===== config.mk =====
export PLATFORM = sky130hd
export DESIGN_NAME = pump_config_register_bank
export DESIGN_NICKNAME = d
export VERILOG_FILES = /design/src/design/pump_demand_opts.v /design/src/design/pump_force_opts.v /design/src/design/pump_config_register_bank.v
export VERILOG_INCLUDE_DIRS = /design/src /design/src/design
export SDC_FILE = /design/constraint.sdc
export NUM_CORES = 1
export LEC_CHECK = 0
export ABC_CLOCK_PERIOD_IN_PS = 1840
export BUFFER_PORTS_ARGS = -buffer_cell sky130_fd_sc_hd__buf_2
export CORE_ASPECT_RATIO = 2
export CORE_MARGIN = 4
export CORE_UTILIZATION = 47
export DETAILED_ROUTE_END_ITERATION = 8
export PLACE_DENSITY_LB_ADDON = 0.2
export SETUP_SLACK_MARGIN = 0.4
export SYNTH_ARGS = -nofsm -noshare
export SYNTH_HDL_FRONTEND = slang
export SYNTH_SLANG_ARGS = --single-unit

===== constraint.sdc =====
create_clock -name clk -period 1.84 [get_ports clk]
set_input_delay 0.092 -clock clk [delete_from_list [all_inputs] [get_ports clk]]
set_output_delay 0.092 -clock clk [all_outputs]
set_load 0.02 [all_outputs]

===== src/design/pump_cfg_map.vh =====
// Purpose: Register offsets, field positions and reset values of the pump bank
// Assumes: 16-bit holding registers addressed by register number
// Notes: Definitions only
`ifndef PUMP_CFG_MAP_VH
`define PUMP_CFG_MAP_VH

`define ADDR_W 16
`define DATA_W 16

`define OFS_BOILER_OVERRUN 16'h011B
`define OFS_AUX1_OUTPUT 16'h011C
`define OFS_AUX1_CONTROL 16'h011D
`define OFS_RESERVED_SLOT 16'h011E
`define OFS_SYSTEM_OUTPUT 16'h011F
`define OFS_SYSTEM_CONTROL 16'h0120
`define OFS_SYSTEM_OVERRUN 16'h0121
`define OFS_EXERCISE_INTERVAL 16'h0122
`define OFS_EXERCISE_DURATION 16'h0123
`define OFS_HEATING_START_DELAY 16'h0124
`define OFS_BOILER_START_DELAY 16'h0125
`define OFS_SYSTEM_START_DELAY 16'h0126
`define OFS_AUX1_START_DELAY 16'h0127
`define OFS_HEATING_DEMAND_OPTS 16'h0128
`define OFS_HEATING_FORCE_OPTS 16'h0129
`define OFS_HOT_WATER_DEMAND_OPTS 16'h012A

`define OUTPUT_SEL_W 2
`define OUTPUT_NONE 2'h0
`define OUTPUT_PUMP_A 2'h1
`define OUTPUT_PUMP_B 2'h2
`define OUTPUT_PUMP_C 2'h3
`define CONTROL_AUTO 1'h0
`define CONTROL_ON 1'h1

`define TIME_MAX 16'hFD20
`define TIME_NOT_CONFIGURED 16'hFFFF

`define DEMAND_OPTS_MASK 16'hE06F
`define FORCE_OPTS_MASK 16'hC1FF

`define BIT_AUX_Z 15
`define BIT_AUX_Y 14
`define BIT_AUX_X 13
`define BIT_HW_SERVICE 6
`define BIT_CH_SERVICE 5
`define BIT_HW_DEMAND 3
`define BIT_CH_DEMAND 2
`define BIT_LOCAL_BURNER 1
`define BIT_FAULT_INHIBIT 0

`define BIT_LEAD_LAG 15
`define BIT_LOCAL_DEMAND 14
`define BIT_OFF_HW_HIGH_LIMIT 8
`define BIT_OFF_HW_ANTI_COND 7
`define BIT_OFF_CH_ANTI_COND 6
`define BIT_OFF_HW_PRIORITY 5
`define BIT_ON_HW_FROST 4
`define BIT_ON_CH_FROST 3
`define BIT_ON_LEAD_LAG_SLAVE 2
`define BIT_ON_LOCAL_BURNER 1
`define BIT_ON_OUTLET_HIGH_LIMIT 0

`define RST_OUTPUT_SEL 2'h0
`define RST_CONTROL 1'h0
`define RST_TIME 16'hFFFF
`define RST_INTERVAL 16'h0000
`define RST_OPTS 16'h0000

`endif


===== src/design/pump_demand_opts.v =====
// Purpose: Decode a demand option map into its enable flags
// Assumes: Map already has reserved bits cleared
// Notes: Combinational
`timescale 1ns/1ps
`default_nettype none
`include "pump_cfg_map.vh"
module pump_demand_opts (
	input wire [15:0] opts,
	output wire auxZ,
	output wire auxY,
	output wire auxX,
	output wire hwService,
	output wire chService,
	output wire hwDemand,
	output wire chDemand,
	output wire localBurner,
	output wire faultInhibit
);
	assign auxZ = opts[`BIT_AUX_Z];
	assign auxY = opts[`BIT_AUX_Y];
	assign auxX = opts[`BIT_AUX_X];
	assign hwService = opts[`BIT_HW_SERVICE];
	assign chService = opts[`BIT_CH_SERVICE];
	assign hwDemand = opts[`BIT_HW_DEMAND];
	assign chDemand = opts[`BIT_CH_DEMAND];
	assign localBurner = opts[`BIT_LOCAL_BURNER];
	assign faultInhibit = opts[`BIT_FAULT_INHIBIT];
endmodule // pump_demand_opts
`default_nettype wire


===== src/design/pump_force_opts.v =====
// Purpose: Decode a force option map into force-off and force-on vectors
// Assumes: Map already has reserved bits cleared
// Notes: Combinational
`timescale 1ns/1ps
`default_nettype none
`include "pump_cfg_map.vh"
module pump_force_opts (
	input wire [15:0] opts,
	output wire leadLag,
	output wire localDemand,
	output wire [3:0] forceOff,
	output wire [4:0] forceOn
);
	assign leadLag = opts[`BIT_LEAD_LAG];
	assign localDemand = opts[`BIT_LOCAL_DEMAND];
	// Order: hw high limit, hw anti-cond, ch anti-cond, hw priority
	assign forceOff = opts[`BIT_OFF_HW_HIGH_LIMIT:`BIT_OFF_HW_PRIORITY];
	// Order: hw frost, ch frost, lead-lag slave, burner, outlet high limit
	assign forceOn = opts[`BIT_ON_HW_FROST:`BIT_ON_OUTLET_HIGH_LIMIT];
endmodule // pump_force_opts
`default_nettype wire


===== src/design/pump_config_register_bank.v =====
// Purpose: Pump configuration holding registers reached by register number
// Assumes: Serial slave logic on clk presents decoded reads and writes
// Notes: Read data registered one cycle after rdEn
// Notes on behaviour
// - Output select: 0 none, 1 to 3 pump outputs A, B, C.
// - Control: 0 automatic demand operation, 1 pump held on.
// - Overrun times are seconds 0 to 64800; all-ones means unconfigured.
// - Start delays are seconds 0 to 64800; all-ones means unconfigured.
// - Demand map bits 15, 14, 13 enable demand from aux Z, Y, X.
// - Demand map bits 12 to 7 read zero; bit 4 reserved.
// - Demand map bit 6 hot-water service, bit 5 heating service.
// - Demand map bits 3, 2, 1: hot-water, heating, local burner demand.
// - Demand map bit 0 inhibits local demand while faults present.
// - Force map bit 15 lead-lag use, bit 14 local demand use.
// - Force map bits 13 to 9 reserved, always read zero.
// - Force map bits 8 to 5 force pump off in listed conditions.
// - Force map bits 4 to 0 force pump on in listed conditions.
`timescale 1ns/1ps
`default_nettype none
`include "pump_cfg_map.vh"
module pump_config_register_bank #(
	parameter ADDR_W = `ADDR_W,
	parameter DATA_W = `DATA_W
) (
	input wire clk,
	input wire rst,
	input wire wrEn,
	input wire rdEn,
	input wire [ADDR_W-1:0] addr,
	input wire [DATA_W-1:0] wrData,
	output reg [DATA_W-1:0] rdData_q,
	output reg rdValid_q,
	output reg addrHit_q,
	output reg [15:0] boilerOverrun_q,
	output reg [1:0] aux1Output_q,
	output reg aux1On_q,
	output reg [1:0] systemOutput_q,
	output reg systemOn_q,
	output reg [15:0] systemOverrun_q,
	output reg [15:0] exerciseInterval_q,
	output reg [15:0] exerciseDuration_q,
	output reg [15:0] heatingStartDelay_q,
	output reg [15:0] boilerStartDelay_q,
	output reg [15:0] systemStartDelay_q,
	output reg [15:0] aux1StartDelay_q,
	output reg [15:0] heatingDemandOpts_q,
	output reg [15:0] heatingForceOpts_q,
	output reg [15:0] hotWaterDemandOpts_q,
	output reg [8:0] heatingDemandFlags_q,
	output reg [8:0] hotWaterDemandFlags_q,
	output reg [10:0] heatingForceFlags_q
);
	// Out-of-range times are refused so consumers never see a bogus duration
	function timeOk;
		input [15:0] v;
		begin
			timeOk = (v <= `TIME_MAX) || (v == `TIME_NOT_CONFIGURED);
		end
	endfunction

	wire [15:0] wr16;
	wire wrTimeOk;
	wire wrSelOk;
	wire wrCtlOk;
	assign wr16 = wrData[15:0];
	assign wrTimeOk = timeOk(wr16);
	assign wrSelOk = (wr16[15:2] == 14'h0000);
	assign wrCtlOk = (wr16[15:1] == 15'h0000);

	always @(posedge clk) begin
		if (rst) begin
			boilerOverrun_q <= `RST_TIME;
			aux1Output_q <= `RST_OUTPUT_SEL;
			aux1On_q <= `RST_CONTROL;
			systemOutput_q <= `RST_OUTPUT_SEL;
			systemOn_q <= `RST_CONTROL;
			systemOverrun_q <= `RST_TIME;
			exerciseInterval_q <= `RST_INTERVAL;
			exerciseDuration_q <= `RST_TIME;
			heatingStartDelay_q <= `RST_TIME;
			boilerStartDelay_q <= `RST_TIME;
			systemStartDelay_q <= `RST_TIME;
			aux1StartDelay_q <= `RST_TIME;
			heatingDemandOpts_q <= `RST_OPTS;
			heatingForceOpts_q <= `RST_OPTS;
			hotWaterDemandOpts_q <= `RST_OPTS;
		end else if (wrEn) begin
			case (addr)
			`OFS_BOILER_OVERRUN: begin
				if (wrTimeOk)
					boilerOverrun_q <= wr16;
			end
			`OFS_AUX1_OUTPUT: begin
				if (wrSelOk)
					aux1Output_q <= wr16[1:0];
			end
			`OFS_AUX1_CONTROL: begin
				if (wrCtlOk)
					aux1On_q <= wr16[0];
			end
			`OFS_SYSTEM_OUTPUT: begin
				if (wrSelOk)
					systemOutput_q <= wr16[1:0];
			end
			`OFS_SYSTEM_CONTROL: begin
				if (wrCtlOk)
					systemOn_q <= wr16[0];
			end
			`OFS_SYSTEM_OVERRUN: begin
				if (wrTimeOk)
					systemOverrun_q <= wr16;
			end
			`OFS_EXERCISE_INTERVAL: begin
				exerciseInterval_q <= wr16;
			end
			`OFS_EXERCISE_DURATION: begin
				if (wrTimeOk)
					exerciseDuration_q <= wr16;
			end
			`OFS_HEATING_START_DELAY: begin
				if (wrTimeOk)
					heatingStartDelay_q <= wr16;
			end
			`OFS_BOILER_START_DELAY: begin
				if (wrTimeOk)
					boilerStartDelay_q <= wr16;
			end
			`OFS_SYSTEM_START_DELAY: begin
				if (wrTimeOk)
					systemStartDelay_q <= wr16;
			end
			`OFS_AUX1_START_DELAY: begin
				if (wrTimeOk)
					aux1StartDelay_q <= wr16;
			end
			`OFS_HEATING_DEMAND_OPTS: begin
				heatingDemandOpts_q <= wr16 & `DEMAND_OPTS_MASK;
			end
			`OFS_HEATING_FORCE_OPTS: begin
				heatingForceOpts_q <= wr16 & `FORCE_OPTS_MASK;
			end
			`OFS_HOT_WATER_DEMAND_OPTS: begin
				hotWaterDemandOpts_q <= wr16 & `DEMAND_OPTS_MASK;
			end
			default: begin
				// Reserved slot and foreign addresses are dropped
			end
			endcase
		end
	end

	reg [15:0] rdMux;
	reg hit;
	always @* begin
		rdMux = 16'h0000;
		hit = 1'b1;
		case (addr)
		`OFS_BOILER_OVERRUN: rdMux = boilerOverrun_q;
		`OFS_AUX1_OUTPUT: rdMux = {14'h0000, aux1Output_q};
		`OFS_AUX1_CONTROL: rdMux = {15'h0000, aux1On_q};
		`OFS_RESERVED_SLOT: rdMux = 16'h0000;
		`OFS_SYSTEM_OUTPUT: rdMux = {14'h0000, systemOutput_q};
		`OFS_SYSTEM_CONTROL: rdMux = {15'h0000, systemOn_q};
		`OFS_SYSTEM_OVERRUN: rdMux = systemOverrun_q;
		`OFS_EXERCISE_INTERVAL: rdMux = exerciseInterval_q;
		`OFS_EXERCISE_DURATION: rdMux = exerciseDuration_q;
		`OFS_HEATING_START_DELAY: rdMux = heatingStartDelay_q;
		`OFS_BOILER_START_DELAY: rdMux = boilerStartDelay_q;
		`OFS_SYSTEM_START_DELAY: rdMux = systemStartDelay_q;
		`OFS_AUX1_START_DELAY: rdMux = aux1StartDelay_q;
		`OFS_HEATING_DEMAND_OPTS: rdMux = heatingDemandOpts_q;
		`OFS_HEATING_FORCE_OPTS: rdMux = heatingForceOpts_q;
		`OFS_HOT_WATER_DEMAND_OPTS: rdMux = hotWaterDemandOpts_q;
		default: hit = 1'b0;
		endcase
	end

	always @(posedge clk) begin
		if (rst) begin
			rdData_q <= {DATA_W{1'b0}};
			rdValid_q <= 1'b0;
			addrHit_q <= 1'b0;
		end else begin
			rdValid_q <= rdEn;
			addrHit_q <= (rdEn | wrEn) & hit;
			if (rdEn)
				rdData_q <= {{(DATA_W-16){1'b0}}, rdMux};
		end
	end

	wire [8:0] hcDemand;
	wire [8:0] hwDemandW;
	wire hcLeadLag;
	wire hcLocal;
	wire [3:0] hcOff;
	wire [4:0] hcOn;

	pump_demand_opts heatingDemandDec (
		.opts(heatingDemandOpts_q),
		.auxZ(hcDemand[8]),
		.auxY(hcDemand[7]),
		.auxX(hcDemand[6]),
		.hwService(hcDemand[5]),
		.chService(hcDemand[4]),
		.hwDemand(hcDemand[3]),
		.chDemand(hcDemand[2]),
		.localBurner(hcDemand[1]),
		.faultInhibit(hcDemand[0])
	);

	pump_demand_opts hotWaterDemandDec (
		.opts(hotWaterDemandOpts_q),
		.auxZ(hwDemandW[8]),
		.auxY(hwDemandW[7]),
		.auxX(hwDemandW[6]),
		.hwService(hwDemandW[5]),
		.chService(hwDemandW[4]),
		.hwDemand(hwDemandW[3]),
		.chDemand(hwDemandW[2]),
		.localBurner(hwDemandW[1]),
		.faultInhibit(hwDemandW[0])
	);

	pump_force_opts heatingForceDec (
		.opts(heatingForceOpts_q),
		.leadLag(hcLeadLag),
		.localDemand(hcLocal),
		.forceOff(hcOff),
		.forceOn(hcOn)
	);

	// Decoded flags lag the option registers by one cycle to keep outputs flopped
	always @(posedge clk) begin
		if (rst) begin
			heatingDemandFlags_q <= 9'h000;
			hotWaterDemandFlags_q <= 9'h000;
			heatingForceFlags_q <= 11'h000;
		end else begin
			heatingDemandFlags_q <= hcDemand;
			hotWaterDemandFlags_q <= hwDemandW;
			heatingForceFlags_q <= {hcLeadLag, hcLocal, hcOff, hcOn};
		end
	end
endmodule // pump_config_register_bank
`default_nettype wire


After elaboration in Yosys (flattened, before gate mapping)
Index checks and enable logic that the tools add are counted.
{"block": "word_totals", "regBits": 210, "inputBits": 36, "output_inout_bits": 229, "wordCells": 62}
{"block": "classes", "mux": 2, "reduce_logical": 19, "n_eq_ne": 17, "n_lt_le_gt_ge": 1, "bitwise": 2}
{"cell": "16-bit by 9-bit equality test with 1-bit output, second input constant", "count": 16}
{"cell": "16-bit one-hot mux with 15 select lines", "count": 1}
{"cell": "3-bit AND reduction", "count": 11}
{"cell": "16-bit equality test, second input constant", "count": 1}
{"cell": "16-bit less-or-equal comparator, second input constant", "count": 1}
{"cell": "16-bit OR reduction", "count": 1}
{"cell": "15-bit zero test", "count": 1}
{"cell": "14-bit zero test", "count": 1}
{"cell": "2-bit AND reduction", "count": 4}
{"cell": "1-bit AND", "count": 1}
{"cell": "1-bit logical OR", "count": 1}
{"cell": "1-bit two-way mux", "count": 1}
{"cell": "1-bit bitwise OR", "count": 1}

Longest topological paths before layout
{"block": "logic_depth", "ltp_word": 4, "ltp_mapped": 9, "depth_no_buf": 6}

Modules after synthesis
A second synthesis with hierarchy kept.
{"block": "unflattened", "hier_cells": 1027, "area_unflattened_um2": 9073.7}
{"module": "pump_config_register_bank", "cells_per_inst": 998, "seq_area_each_um2": 4204.0, "area_per_inst_um2": 8856.0, "n_inst": 1}
{"module": "pump_demand_opts", "cells_per_inst": 9, "seq_area_each_um2": 0.0, "area_per_inst_um2": 67.6, "n_inst": 2}
{"module": "pump_force_opts", "cells_per_inst": 11, "seq_area_each_um2": 0.0, "area_per_inst_um2": 82.6, "n_inst": 1}

Least setup slack after synthesis
OpenSTA, ideal clock, no wires.
{"block": "synth_path", "path_kind": "input to register", "from": "in addr[13]", "to": "reg heatingForceOpts_q[8]", "t_arrival_ps": 1852, "required_time_ps": 1708, "path_stages": 8, "setup_slack_ps": -144, "setup_ps": 132, "path_buffers": 4, "path_cell_list": "or4_1 -> buf_4 -> buf_6 -> buf_6 -> or4_1 -> buf_2 -> nand2_1 -> a21oi_1"}
{"block": "synth_between", "elab_chain_cells": 2}
{"item": "start: declaration", "line_no": "pump_config_register_bank.v:29", "rtl": "input wire [ADDR_W-1:0] addr,"}
{"item": "16-bit by 9-bit equality test with 1-bit output", "line_no": "pump_config_register_bank.v:88", "rtl": "case (addr)"}
{"item": "2-bit AND reduction (no line)"}
{"item": "end signal: assignment", "line_no": "pump_config_register_bank.v:85", "rtl": "heatingForceOpts_q <= `RST_OPTS;"}
{"item": "end signal: assignment", "line_no": "pump_config_register_bank.v:140", "rtl": "heatingForceOpts_q <= wr16 & `FORCE_OPTS_MASK;"}
{"item": "end: declaration", "line_no": "pump_config_register_bank.v:47", "rtl": "output reg [15:0] heatingForceOpts_q,"}
Every way passes these cells.
A chain may end at the register's enable or synchronous reset.

Worst setup path in the final report
{"block": "layout_path", "from": "in addr[4]", "to": "reg boilerStartDelay_q[15]"}
{"block": "layout_between", "elab_chain_cells": 2}
{"item": "16-bit by 9-bit equality test with 1-bit output", "line_no": "pump_config_register_bank.v:88"}
{"item": "3-bit AND reduction (no line)"}
{"item": "end signal: assignment", "line_no": "pump_config_register_bank.v:81", "rtl": "boilerStartDelay_q <= `RST_TIME;"}
{"item": "end signal: assignment", "line_no": "pump_config_register_bank.v:126", "rtl": "boilerStartDelay_q <= wr16;"}
{"item": "end: declaration", "line_no": "pump_config_register_bank.v:43", "rtl": "output reg [15:0] boilerStartDelay_q,"}
Every way passes these cells.

==> impl_metrics.json <==
{
  "setup.worst_path.start_class": "input port",
  "routed-via-count": 9647,
  "leftover_overflow_at_the_end_of_global_routing": 0,
  "die_h_um": 205.9,
  "cts_tree": "done",
  "post_drt_via_cell_ratio": 5.882,
  "fin_crit_sh": 0.9123,
  "synthArstFlopShare": 0,
  "cts.path.max_buffers": 3,
  "synth.top_cells.by_count": "dfxtp_1, nor2_1, nand2_1",
  "cts.htree.levels": 1,
  "detailedRoute.firstIterationViolations": 750,
  "timing.max_slew.rel_slack": 0.5658,
  "timing.critical_path.arrival_ns": 2.10,
  "critical_path.most_common_cell": "buf_12",
  "final_period_minus_worst_setup_slack_ns": 1.679,
  "grt_setup_unrepaired": "true",
  "cts-buffers-inserted": 19,
  "grt_max_degree": 50,
  "worst_reg2reg_path_startpoint": "heatingForceOpts_q[3]$_SDFFE_PP0P_",
  "yosysSeqAreaShare": 0.4567,
  "row_count": 72,
  "design.portCount": 265,
  "total_leakage_power_nw": 5.447,
  "design.final.nets": 1404,
  "timing_worst_setup_path_type": "in2reg",
  "clock-sinks": 210,
  "required_ns": 2.27,
  "number_of_distinct_library_cells_after_synthesis": 56,
  "number_of_register_bits_inferred_by_synthesis": 210,
  "final-max-slew-violation-count": 0,
  "flow.area_growth_from_synthesis_pct": 46.32,
  "whs_ns": 0.02954,
  "avgRoutedWirePerCell_um": 23.99,
  "setup-violations-final": 0,
  "cts.reportedPaths.clkPinSlew_ns": 0.07,
  "post_route_cells_drive_above_1_share": 0.4217,
  "worst_setup_path_startpoint": "addr[4]",
  "delay_of_the_slowest_critical_path_stage_ns": 0.60,
  "core_area_um2": 19280,
  "preCtsSetupSlack_ns": -0.4439,
  "grt_usage": 0.3339,
  "worstHoldStart": "wrData[3]",
  "yosys-top-cells-area": "dfxtp_1, mux2i_1, nor2_1",
  "post_synth.cell_area_avg_um2": 9.187,
  "drt_pre_antenna_iters": 5,
  "synth.top_cell.area_share": 0.4567,
  "cp_max_fo": 16,
  "vias_in_the_first_global_route": 9376,
  "yosysMostFrequentCell": "dfxtp_1",
  "detail_route.wirelength_um": 39340,
  "finalClockSkew_ns": 0.01402,
  "edff_count_synth": 0,
  "cp_cell_sequence": "buf_6, or4b_4, buf_12, buf_4, nor4_4, nor2b_2, buf_12, mux2i_1",
  "endpoint_kind": "register",
  "ir_worst_vdd_v": 0.0008243,
  "timing.fmax_mhz": 595.7,
  "netlist.top_cell.by_area": "dfxtp_1",
  "gp_congestion": 0.9746,
  "initial_utilization": 0.4775,
  "die_x_um": 107.0,
  "synthesis.area_um2": 9205,
  "power_per_cell_area_nw_per_um2": 683.9,
  "detail_route.drc_violations": 0,
  "worst_pin_slew_ns": 0.6489,
  "outcome": "complete, no violations",
  "fill_cell_total_of_the_finished_layout": 1532,
  "grt_antenna_before_repair": 1,
  "dieArea_um2": 22020,
  "yosys_warnings": 0,
  "max_cap_viol_count": 0,
  "design_power_total_mw": 9.212,
  "grt_pass1_wl_um": 55510,
  "clock_tree.root_cell": "clkbuf_16",
  "worst_path_max_delay_cell": "or4b_4",
  "post-dp-hpwl_um": 26900,
  "clk-insertion-delay-late_ns": 0.50,
  "final_critical_path_setup_slack_ns": 0.1614,
  "final_hold_violations": 0,
  "detail-route-antenna-nets": 0,
  "hold_class": "in2reg",
  "port-buffer-count": 245,
  "synthCells": 1002,
  "dominantRegCellSynth": "dfxtp_1"
}
==> critical path, delay by kind of cell <==
kind | cells | cell delay (ns)
simple gates | 3 | 1.15
mux | 1 | 0.20
buf+inv | 4 | 0.63
==> cell usage in the layout (no fill, tap or decap), drive strengths merged, types with 10 or more instances in the layout <==
cell type,count
a22oi,32
nand3,12
dfxtp,210
clkbuf,22
o21ai,12
buf,429
nor2,150
nor4,22
nor2b,42
conb,19
nand2,127
mux2i,122
a221oi,10
a21oi,49
==> registers in the layout, summed over array words and instances (netlist names) <==
signal,count
exerciseInterval_q,16
hotWaterDemandOpts_q,9
aux1Output_q,2
heatingDemandOpts_q,9
systemOn_q,1
boilerStartDelay_q,16
exerciseDuration_q,16
rdValid_q,1
heatingForceOpts_q,11
aux1On_q,1
heatingStartDelay_q,16
boilerOverrun_q,16
rdData_q,16
systemStartDelay_q,16
addrHit_q,1
aux1StartDelay_q,16
systemOverrun_q,16
hotWaterDemandFlags_q,9
heatingDemandFlags_q,9
systemOutput_q,2
heatingForceFlags_q,11
==> path summary, 6_finish.rpt <==
path | endpoint | slack, ns | cells past startpoint
setup / recovery | boilerStartDelay_q[15]$_SDFFE_PP1P_ | 0.16 | 8
hold / removal | heatingForceOpts_q[3]$_SDFFE_PP0P_ | 0.03 | 4
setup reg to reg | rdData_q[3]$_SDFFE_PP0P_ | 0.35 | 5
hold reg to reg | rdData_q[12]$_SDFFE_PP0P_ | 0.46 | 1
==> power breakdown <==
part	leakage (nW)	switching (mW)	internal (mW)
logic	3.45	0.421	0.252
registers	1.70	0.000209	4.54
clock network	0.302	1.79	2.20
==> per-stage QoR <==
step,util,std cells,instance area (um2),setup TNS (ns)
6_report,0.6987,1640,13470,0
4_1_cts,0.6724,1623,12960,0
5_1_grt,0.6987,1640,13470,0
2_1_floorplan,-,1020,9515,-2.830
3_3_place_gp,0.5955,1541,11480,-49.48
3_5_place_dp,0.5955,1541,11480,-50.35
==> layer usage <==
metal,share of wire,global-route usage,wire length (um)
met1,0.32,0.3518,12660
met2,0.49,0.5787,19300
met3,0.087,0.06252,3439
met4,0.10,0.2574,3949
met5,0,0,0
==> final cells by class <==
cell class | count | area (um2) | share of cell area
Inverter | 4 | 15.01 | 0.001115
Timing Repair Buffer | 438 | 3353 | 0.2490
Tap cell | 259 | 324.1 | 0.02406
Sequential cell | 210 | 4204 | 0.3121
Multi-Input combinational cell | 695 | 4964 | 0.3685
Antenna cell | 1 | 2.502 | 0.0001858
Clock inverter | 12 | 123.9 | 0.009196
Clock buffer | 21 | 483.0 | 0.03586
==> timing repair <==
item | CTS | global route
buffers inserted | 34 | 13
cloned | 7 | 3
setup endpoints to repair | 159 | 180
gates resized for setup | 84 | 99
hold endpoints to repair | 20 | 0
pin swaps | 35 | 57
hold buffers | 8 | 0
==> logic make-up (layout without fill, tap and decap cells) <==
group                  count (synthesis)  after routing  synth area share
and+or+nand+nor                      399            400            0.2157
DFF                                  210            210            0.4567
muxes                                124            124            0.1351
buffers and inverters                116            475           0.07856
AOI/OAI and AO/OA                    152            152            0.1135
other                                  1             20         0.0004074
(Power assumes the default switching activity.)
